## config.mk

```make
export PLATFORM = sky130hd
export DESIGN_NAME = hmhc_top
export DESIGN_NICKNAME = d
export VERILOG_FILES = /design/src/shared/hmhc_pkg.sv /design/src/design/hmhc_top.sv
export SDC_FILE = /design/constraint.sdc
export NUM_CORES = 1
export LEC_CHECK = 0
export BUFFER_PORTS_ARGS = -buffer_cell sky130_fd_sc_hd__buf_2
export CAP_MARGIN = 20
export CORE_ASPECT_RATIO = 0.75
export CORE_UTILIZATION = 52
export DETAILED_ROUTE_END_ITERATION = 8
export MAX_ROUTING_LAYER = met4
export PLACE_DENSITY = 0.76
export REMOVE_ABC_BUFFERS = 1
export SLEW_MARGIN = 0
export SYNTH_ARGS = -nofsm -noshare
export SYNTH_HDL_FRONTEND = slang
export SYNTH_SLANG_ARGS = --single-unit
```

## constraint.sdc

```tcl
create_clock -name ref_clk -period 4.9 [get_ports ref_clk]
set_input_delay 0.98 -clock ref_clk [delete_from_list [all_inputs] [get_ports ref_clk]]
set_output_delay 0.98 -clock ref_clk [all_outputs]
set_load 0.05 [all_outputs]
```

## src/shared/hmhc_pkg.sv

```systemverilog
// hmhc_pkg: constants, states and carriers for the homing and hold-current block.
// assumes one 250 MHz clock and a synchronous register port with 16-bit data.
// What this block does
// - an index-homing command slews at slew velocity until the index mark, then creeps in the direction its type sets.
// - index and index-offset homing stop creeping once the reference position is cleared.
// - switch homing slews until the home switch is active, creeps, and stops when it deactivates.
// - type 1 slews minus and creeps plus, 2 minus/minus, 3 plus/minus, 4 plus/plus.
// - only homing types one to four are accepted, with the same meaning for every homing command.
// - switch homing works without an encoder; index and offset homing need it enabled.
// - offset homing of type 3 seeks the offset moving plus and creeps off moving minus.
// - after motion ends, wait settling delay plus hold delay in ms, then drop to hold current.
// - a hold delay is accepted only while it plus the settling delay stays within 65535.
// - an oversized hold delay write is dropped and reports error 21.
// - with a zero hold delay the settling delay still applies before the current drops.
// - with both delays zero the current never drops and run current is kept.
// - the hold delay counts milliseconds and resets to 500.
// - hold level zero disables the reduction, else it is a percentage from 1 to 100, default 5.
package hmhc_pkg;

  // register addresses on the command port
  localparam logic [15:0] ADDR_HOME_INDEX = 16'h002a;
  localparam logic [15:0] ADDR_HOME_SWITCH = 16'h002b;
  localparam logic [15:0] ADDR_HOLD_DELAY = 16'h002c;

  // reset values and the delay-sum limit
  localparam logic [15:0] HOLD_DELAY_RST = 16'h01f4;
  localparam logic [7:0] HOLD_LEVEL_DEF = 8'h05;
  localparam logic [16:0] DELAY_SUM_MAX = 17'h0_ffff;

  // homing type range and error codes
  localparam logic [15:0] TYPE_MIN = 16'h0001;
  localparam logic [15:0] TYPE_MAX = 16'h0004;
  localparam logic [7:0] ERR_ILLEGAL_DATA = 8'h15;
  localparam logic [7:0] ERR_NO_ENCODER = 8'h40; // value arbitrary

  // millisecond timebase
  localparam int unsigned MS_NS = 1000000;
  localparam int unsigned CLK_PERIOD_NS = 4;
  localparam int unsigned MS_CYCLES_DEF = MS_NS / CLK_PERIOD_NS;

  typedef enum logic [1:0] {
    HMHC_IDLE = 2'b00,
    HMHC_SLEW = 2'b01,
    HMHC_CREEP = 2'b10
  } hmhc_phase_e;

  typedef enum logic [1:0] {
    HMHC_TO_INDEX = 2'b00,
    HMHC_TO_OFFSET = 2'b01,
    HMHC_TO_SWITCH = 2'b10
  } hmhc_mode_e;

  // drive request toward the step generator
  typedef struct packed {
    logic en;   // axis moving
    logic plus; // 1 = plus direction
    logic slew; // 1 = slew velocity, 0 = creep velocity
  } hmhc_drive_s;

  // error report
  typedef struct packed {
    logic valid;
    logic [7:0] code;
  } hmhc_err_s;

  typedef struct packed {
    hmhc_phase_e phase;
    hmhc_mode_e mode;
    logic [2:0] htype;
    logic [15:0] index_reg;
    logic [15:0] switch_reg;
    logic [15:0] hold_delay;
    logic busy;
    hmhc_drive_s drive;
    hmhc_err_s err;
    logic [15:0] rdata;
    logic [17:0] tick_cnt;
    logic [16:0] ms_cnt;
    logic reduced;
    logic [7:0] current;
  } hmhc_state_s;

endpackage : hmhc_pkg

```

## src/design/hmhc_top.sv

```systemverilog
// hmhc_top: homing sequencer and run-to-hold current timer.
// assumes synchronous inputs, reference inputs already resolved to active-high,
// and that the step generator follows the drive request every cycle.
`timescale 1ns/1ps
`default_nettype none

module hmhc_top
  import hmhc_pkg::*;
#(
  parameter int unsigned MS_CYCLES = MS_CYCLES_DEF
)
(
  input wire logic ref_clk, // 250 MHz clock
  input wire logic rst, // synchronous reset, high
  input wire logic ce, // clock enable, freezes state when low
  input wire logic reg_wr, // register write strobe
  input wire logic reg_rd, // register read strobe
  input wire logic [15:0] reg_addr, // register address
  input wire logic [15:0] reg_wdata, // write data
  input wire logic offset_start, // home-to-offset command pulse
  input wire logic [15:0] offset_type, // type for the offset command
  input wire logic encoder_enable_flag, // encoder fitted and enabled
  input wire logic index_mark, // encoder index mark active
  input wire logic offset_reached, // at the index offset position
  input wire logic home_switch, // home input, active level resolved
  input wire logic motion_busy, // other motion in progress
  input wire logic [15:0] settling_delay, // settling delay, ms
  input wire logic [7:0] run_current_level, // run current, percent
  input wire logic [7:0] hold_current_level, // hold current, percent, 0 = off
  output logic [15:0] reg_rdata, // read data
  output hmhc_err_s err, // error pulse and code
  output logic busy, // homing in progress
  output hmhc_drive_s drive, // axis drive request
  output logic [7:0] current_level, // winding current, percent
  output logic current_reduced // settling plus hold delay elapsed; hold current applied unless hold level is 0
);

  hmhc_state_s q;
  hmhc_state_s nxt_q;
  logic ref_hit;
  logic moving;
  logic [16:0] delay_sum;
  logic [16:0] ht_sum;
  logic start_ok;
  logic start_req;
  logic [15:0] start_type;
  hmhc_mode_e start_mode;

  //////////////////////////////////////////////////////////////////////////////
  // reference selection per homing mode
  always_comb
  begin
    case (q.mode)
      HMHC_TO_INDEX: ref_hit = index_mark;
      HMHC_TO_OFFSET: ref_hit = offset_reached;
      HMHC_TO_SWITCH: ref_hit = home_switch;
      default: ref_hit = 1'b0;
    endcase
  end

  // combined delay and proposed hold-delay sum, 17 bits to catch overflow
  assign delay_sum = {1'b0, settling_delay} + {1'b0, q.hold_delay};
  assign ht_sum = {1'b0, settling_delay} + {1'b0, reg_wdata};
  assign moving = q.busy | motion_busy;

  // one homing start per cycle; register commands take priority over the offset pulse
  always_comb
  begin
    start_req = 1'b0;
    start_type = reg_wdata;
    start_mode = HMHC_TO_INDEX;
    if (reg_wr && reg_addr == ADDR_HOME_INDEX)
    begin
      start_req = 1'b1;
    end
    else if (reg_wr && reg_addr == ADDR_HOME_SWITCH)
    begin
      start_req = 1'b1;
      start_mode = HMHC_TO_SWITCH;
    end
    else if (offset_start)
    begin
      start_req = 1'b1;
      start_type = offset_type;
      start_mode = HMHC_TO_OFFSET;
    end
    start_ok = start_type >= TYPE_MIN && start_type <= TYPE_MAX;
  end

  //////////////////////////////////////////////////////////////////////////////
  // next state
  always_comb
  begin
    nxt_q = q;
    nxt_q.err.valid = 1'b0;
    // homing sequence
    case (q.phase)
      HMHC_SLEW:
      begin
        if (ref_hit)
        begin
          nxt_q.phase = HMHC_CREEP;
          nxt_q.drive.slew = 1'b0;
          nxt_q.drive.plus = q.htype == 3'd1 || q.htype == 3'd4;
        end
      end
      HMHC_CREEP:
      begin
        // stop the moment the reference clears
        if (!ref_hit)
        begin
          nxt_q.phase = HMHC_IDLE;
          nxt_q.drive = '0;
          nxt_q.busy = 1'b0;
        end
      end
      default: nxt_q.phase = HMHC_IDLE;
    endcase
    // a new command restarts the sequence even mid-homing
    if (start_req)
    begin
      if (!start_ok)
      begin
        nxt_q.err = '{valid: 1'b1, code: ERR_ILLEGAL_DATA};
      end
      else if (start_mode != HMHC_TO_SWITCH && !encoder_enable_flag)
      begin
        nxt_q.err = '{valid: 1'b1, code: ERR_NO_ENCODER};
      end
      else
      begin
        nxt_q.phase = HMHC_SLEW;
        nxt_q.mode = start_mode;
        nxt_q.htype = start_type[2:0];
        nxt_q.busy = 1'b1;
        nxt_q.drive.en = 1'b1;
        nxt_q.drive.slew = 1'b1;
        nxt_q.drive.plus = start_type[2:0] >= 3'd3;
        if (start_mode == HMHC_TO_INDEX)
          nxt_q.index_reg = reg_wdata;
        else if (start_mode == HMHC_TO_SWITCH)
          nxt_q.switch_reg = reg_wdata;
      end
    end
    // hold delay write, checked against the settling delay
    if (reg_wr && reg_addr == ADDR_HOLD_DELAY)
    begin
      if (ht_sum > DELAY_SUM_MAX)
        nxt_q.err = '{valid: 1'b1, code: ERR_ILLEGAL_DATA};
      else
        nxt_q.hold_delay = reg_wdata;
    end
    // register reads
    if (reg_rd)
    begin
      case (reg_addr)
        ADDR_HOME_INDEX: nxt_q.rdata = q.index_reg;
        ADDR_HOME_SWITCH: nxt_q.rdata = q.switch_reg;
        ADDR_HOLD_DELAY: nxt_q.rdata = q.hold_delay;
        default: nxt_q.rdata = '0;
      endcase
    end
    // run-to-hold timer; ms ticks counted while idle only
    if (moving || delay_sum == '0)
    begin
      nxt_q.tick_cnt = '0;
      nxt_q.ms_cnt = '0;
      nxt_q.reduced = 1'b0;
    end
    else if (!q.reduced)
    begin
      if (q.ms_cnt >= delay_sum)
        nxt_q.reduced = 1'b1;
      else if (q.tick_cnt == 18'(MS_CYCLES - 1))
      begin
        nxt_q.tick_cnt = '0;
        nxt_q.ms_cnt = q.ms_cnt + 17'd1;
      end
      else
        nxt_q.tick_cnt = q.tick_cnt + 18'd1;
    end
    // hold level zero keeps run current
    if (nxt_q.reduced && hold_current_level != '0)
      nxt_q.current = hold_current_level;
    else
      nxt_q.current = run_current_level;
  end

  //////////////////////////////////////////////////////////////////////////////
  // state register
  always_ff @(posedge ref_clk)
  begin
    if (rst)
    begin
      q <= '0;
      q.hold_delay <= HOLD_DELAY_RST;
      q.current <= HOLD_LEVEL_DEF;
    end
    else if (ce)
      q <= nxt_q;
  end

  assign reg_rdata = q.rdata;
  assign err = q.err;
  assign busy = q.busy;
  assign drive = q.drive;
  assign current_level = q.current;
  assign current_reduced = q.reduced;
endmodule : hmhc_top

`default_nettype wire

```

==> results.cfg, run 1 <==
[outcome]
status = finished clean

[global_routing]
grt_max_degree = 41
grt_pass1_wl_mm = 32.5
track_usage_pct = 28.1
grt_overflow_total = 0
grt_pass1_vias = 6465
antenna_found_initial = 1

[detailed_routing]
wl_mm = 20.2
ant_nets = 0
firstDrtPassIters = 6
vias = 7019
drt-initial-drc-count = 523
wl_per_cell_um = 16.8
drc = 0
vias_per_cell = 5.83

[timing]
fin_skew_ps = 8.99
tightestPinTransition_ps = 1040
setup_viol = 0
slew_violations = 0
final_hold_viol_count = 0
fin_crit_sh_pct = 96.0
fmax_ghz = 0.213
relSlewSlack_pct = 30.9
finalCriticalPeriod_ps = 4710
rsz0062_at_grt = yes

[place]
place_congestion = 0.966
dpl.hpwl_mm = 14.8
portBuffers = 128

[worst_setup_path]
crit_path_start = settling_delay[0]
cp_slowest_stage_delay_ps = 390
crit_fanout = 5
crit_slowest_cell = fa_1
cp.arrival_ps = 4990
rr_endpoint = current_level[7]$_SDFFE_PP0P_
cp-endpoint = current_level[7]$_SDFFE_PP0P_
rr_worst_depth = 18
cp-start-kind = input pin
required_ps = 5190
r2r_slack_ps = 550
path_cells = buf_2 > ha_1 > fa_1 > a21o_1 > a221oi_4 > o21ai_2 > o31ai_2 > xor2_1 > ha_1 > and4_1 > nand3_1 > a211o_1 > a31oi_2 > nor3_1 > buf_4 > a211o_1 > a21oi_4 > mux2i_2 > a211oi_2
rr_startpoint = q[73]$_SDFFE_PP0P_
end_kind = flop
path_class = input pin to flop

[run]
drv_cap = 0

[clock_network]
clockRootBuffer = clkbuf_16
htreeDepth = 4
clock-sinks = 128
clk_latency_ps = 430
cts_tree = yes
clockBufferDepth = 2
clkTransAtPathRegs_ps = 60
numCtsBuffers = 17

[logic_synthesis]
yosysWarningCount = 0
async_flop_share_pct = 0
synth_top_area_cell = dfxtp_1
synth_area_leaders = dfxtp_1 (34%), ha_1 (8.6%), mux2i_1 (4.8%), and3_1 (3.7%), buf_4 (3.6%)
synth_edf_count = 0
synth.yosys.seq_area_share_pct = 33.8
ys_ff_latch = 128
synth_common_cells = dfxtp_1 (128), nor2_1 (70), nand2_1 (55)
syn_area_per_cell_um2 = 8.67
yosysUniqueCellTypes = 64
synth_top_flop_cell = dfxtp_1
yosys.cell_count.top_type = dfxtp_1
yosys.area.top_type_share_pct = 33.8
syn_inst = 875
synth_area_um2 = 7580

[die]
ios = 129
core.rowCount = 37
core_um2 = 14000
start_util_pct = 54.3
die-height_um = 107
die_w_um = 141
die-area_um2 = 15100

[finish]
postLayoutCoreUtil_pct = 65.1
drive_gt1_share_pct = 25.5
nNetsFinal = 1139
area_growth_pct = 20.0

[power_and_ir_drop]
power_mw = 2.70
ir_drop_uv = 255
p_leak_nw = 4.03
power.density_nw_per_um2 = 296

[worst_hold_path]
hold_path_class = flop to flop
timing repair:
action | CTS | global route
setup buffers | 0 | 3
setup endpoints to repair | 0 | 39
gates resized for setup | 0 | 11
hold buffers | 0 | 0
worst max-delay path: cells and delay by family:
kind	cells	cell delay (ps)
buffers and inverters	2	280
muxes	1	260
and+or+nand+nor	3	430
xor gates and xnor gates	1	120
adders and majority gates	3	920
AOI/OAI and AO/OA	9	2030
metrics by stage:
step | cells | hold slack [ps] | TNS (ps) | cell area, um2 | setup WS (ps)
global placement | 1166 | 434 | -1100 | 8430 | -148
finish | 1203 | 453 | 0 | 9100 | 195
floorplan | 797 | 422 | -18430 | 7150 | -758
global route | 1203 | 462 | -22.0 | 9100 | -22.0
CTS | 1199 | 453 | 0 | 9030 | 60.2
detailed placement | 1167 | 439 | -6700 | 8440 | -324
state kept, by name, indices dropped and copies added, names as in the netlist:
register         count
q                   90
reg_rdata           16
err                  9
current_level        8
drive                3
busy                 1
current_reduced      1
routing by layer:
layer	wire [um]	part of all wire (%)	global-route usage, %	vias to the layer above
met5	0	0	-	-
met4	150	0.74	7.07	0
met3	1440	7.2	6.12	15
met2	8450	42	39.9	247
met1	10100	50	40.1	3289
li1	-	-	-	3468
final cells by class:
| type | instances | area [um2] |
|---|---|---|
| diodes | 1 | 2.50 |
| clock buffers | 21 | 460 |
| clock inverters | 11 | 130 |
| fillers | 1195 | 4880 |
| inverters | 17 | 63.8 |
| multi-input cells | 652 | 4590 |
| flip-flops and latches | 128 | 2560 |
| well taps | 195 | 244 |
| repair buffers | 178 | 1040 |
worst min path at each step:
stage / start / to / slack, ps / cells past startpoint
6_report: err[4]$_SDFFE_PP0P_ / err[4]$_SDFFE_PP0P_ / 450 / 1
2_1_floorplan: q[89]$_SDFFE_PP0P_ / q[89]$_SDFFE_PP0P_ / 420 / 2
3_5_place_dp: err[4]$_SDFFE_PP0P_ / err[4]$_SDFFE_PP0P_ / 440 / 1
3_3_place_gp: err[2]$_SDFFE_PP0P_ / err[2]$_SDFFE_PP0P_ / 430 / 1
4_1_cts: err[4]$_SDFFE_PP0P_ / err[4]$_SDFFE_PP0P_ / 450 / 1
5_1_grt: err[4]$_SDFFE_PP0P_ / err[4]$_SDFFE_PP0P_ / 460 / 1
cells in the final DEF (no fill, tap or decap), types with 7 or more instances in the layout:
| master | count |
|---|---|
| a211oi_1 | 24 |
| a21o_1 | 26 |
| a21oi_1 | 43 |
| a22oi_1 | 19 |
| a31oi_1 | 32 |
| and3_1 | 45 |
| buf_2 | 128 |
| buf_4 | 47 |
| clkbuf_16 | 17 |
| dfxtp_1 | 128 |
| ha_1 | 52 |
| inv_1 | 16 |
| mux2_2 | 23 |
| mux2i_1 | 35 |
| nand2_1 | 55 |
| nand2b_1 | 18 |
| nand3_1 | 31 |
| nand4_1 | 8 |
| nor2_1 | 69 |
| nor3_1 | 15 |
| nor3b_1 | 7 |
| nor4_1 | 10 |
| o21ai_0 | 31 |
| xor2_1 | 8 |
cells by family after synthesis:
logic type               synth area share (%)
flip-flops                               33.8
XOR/XNOR                                 1.39
buffers and inverters                    6.55
multiplexers                             8.17
adder cells (fa/ha/maj)                  9.11
AND/OR/NAND/NOR                          20.6
AO/OA/AOI/OAI                            20.4
power breakdown:
part	internal [mW]	switching, mW	leakage, nW
logic	0.137	0.220	2.70
clock network	0.780	0.496	0.288
registers	1.06	0.00792	1.04
Power figures use the tool's default switching activity.
==> run 2: changes to the inputs <==
--- a/config.mk
+++ b/config.mk
@@ -12,6 +12,7 @@
 export DETAILED_ROUTE_END_ITERATION = 8
 export MAX_ROUTING_LAYER = met4
 export PLACE_DENSITY = 0.76
+export RECOVER_POWER = 25
 export REMOVE_ABC_BUFFERS = 1
 export SLEW_MARGIN = 0
 export SYNTH_ARGS = -nofsm -noshare
==> results.cfg, run 2 (synthesized netlist as in run 1, its figures left out) <==
[timing]
fin_crit_sh_pct = 96.0
timing.hold.ws_ps = 455
relSlewSlack_pct = 30.9
finalCriticalPeriod_ps = 4710
tightestPinTransition_ps = 1040
fin_skew_ps = 8.80
fmax_ghz = 0.213
final_hold_viol_count = 0
setup_viol = 0
slew_violations = 0
rsz0062_at_grt = yes

[detailed_routing]
wl_per_cell_um = 16.8
drc = 0
vias = 7010
wl_mm = 20.2
vias_per_cell = 5.83
ant_nets = 0
drt-initial-drc-count = 539
firstDrtPassIters = 6

[finish]
nNetsFinal = 1139
largest_reg_flops = 90
top_register = q
final_cell_mix = dfxtp_1 (128), buf_2 (91), nor2_1 (69)
final_common_cell = dfxtp_1
fillers = 1217
drive_gt1_share_pct = 21.8
final_area_um2 = 9050
area_growth_pct = 19.4

[power_and_ir_drop]
ir_drop_uv = 255
power.density_nw_per_um2 = 298
p_leak_nw = 3.88

[die]
die-area_um2 = 15100
core_um2 = 14000
start_util_pct = 54.3
core.rowCount = 37
ios = 129
die_w_um = 141
die-height_um = 107

[worst_setup_path]
cp-start-kind = input pin
crit_fanout = 5
r2r_slack_ps = 550
cp.arrival_ps = 4990
required_ps = 5190
path_class = input pin to flop
end_kind = flop

[global_routing]
track_usage_pct = 28.1
grt_max_degree = 41
grt_pass1_vias = 6465
antenna_found_initial = 1
grt_pass1_wl_mm = 32.5
grt_overflow_total = 0

[clock_network]
cts_tree = yes
numCtsBuffers = 17
clkTransAtPathRegs_ps = 60
clockRootBuffer = clkbuf_16
cts.hold.buffers_added = 0
clockBufferDepth = 2
htreeDepth = 4
clk_latency_ps = 430
clock-sinks = 128

[place]
placed_area_um2 = 8440
dpl.hpwl_mm = 14.8
portBuffers = 128
place_congestion = 0.966

[outcome]
status = finished clean

[run]
drv_cap = 0

[worst_hold_path]
hold_path_class = flop to flop
## run 2: cell types whose count changed in the layout (fill, tap and decap cells not counted), sizes merged
cell	before	now
buf	178	141
clkbuf	21	58
## run 2: worst max-delay path, cell delays in order
cell	delay, ps
buf_2	120
ha_1	220
fa_1	390
a21o_1	210
a221oi_4	390
o21ai_2	130
o31ai_2	220
xor2_1	120
ha_1	310
and4_1	220
nand3_1	110
a211o_1	300
a31oi_2	170
nor3_1	100
buf_4	160
a211o_1	270
a21oi_4	260
mux2i_2	260
a211oi_2	80
## run 2: layout make-up
class / count / area (um2) / area share, %
multi-input combinational: 652 / 4590 / 50.7
sequential: 128 / 2560 / 28.3
timing repair buffer: 178 / 998 / 11.0
clock buffer: 21 / 460 / 5.09
tap: 195 / 244 / 2.69
clock inverter: 11 / 130 / 1.44
inverter: 17 / 63.8 / 0.705
antenna: 1 / 2.50 / 0.0276
## run 2: power breakdown
group / switching, mW / internal (mW) / leakage (nW)
Combinational: 0.219 / 0.133 / 2.56
Clock: 0.498 / 0.780 / 0.288
Sequential: 0.00834 / 1.06 / 1.04
## run 2: through the flow
step / TNS (ps) / worst slack (ps) / utilization [%] / std cells / power [mW]
finish: 0 / 195 / 64.8 / 1203 / 2.70
global route: -22.0 / -22.0 / 64.8 / 1203 / 2.78
CTS: 0 / 60.2 / 64.6 / 1199 / 2.70
detailed placement: -6700 / -324 / 60.3 / 1167 / 1.43
global placement: -1100 / -148 / 60.3 / 1166 / 1.43
floorplan: -18430 / -758 / - / 797 / 1.28
## run 2: final timing paths
check / start / endpoint / cells after the start
max: settling_delay[0] / current_level[7]$_SDFFE_PP0P_ / 19
max reg2reg: q[73]$_SDFFE_PP0P_ / current_level[7]$_SDFFE_PP0P_ / 18
min: q[90]$_SDFFE_PP0P_ / q[90]$_SDFFE_PP0P_ / 2
min reg2reg: q[90]$_SDFFE_PP0P_ / q[90]$_SDFFE_PP0P_ / 2
## run 2: layer usage
layer  vias to the layer above  track usage (%)  part of all wire [%]
met4                         0             7.07                  0.76
met5                         -                -                     0
li1                       3465                -                     -
met2                       257             39.9                    42
met3                        15             6.12                   7.0
met1                      3273             40.1                    50
## run 2: what timing repair did
action / in CTS / in global routing
setup buffers: 0 / 3
resized for setup: 0 / 11
endpoints found under the setup margin: 0 / 39
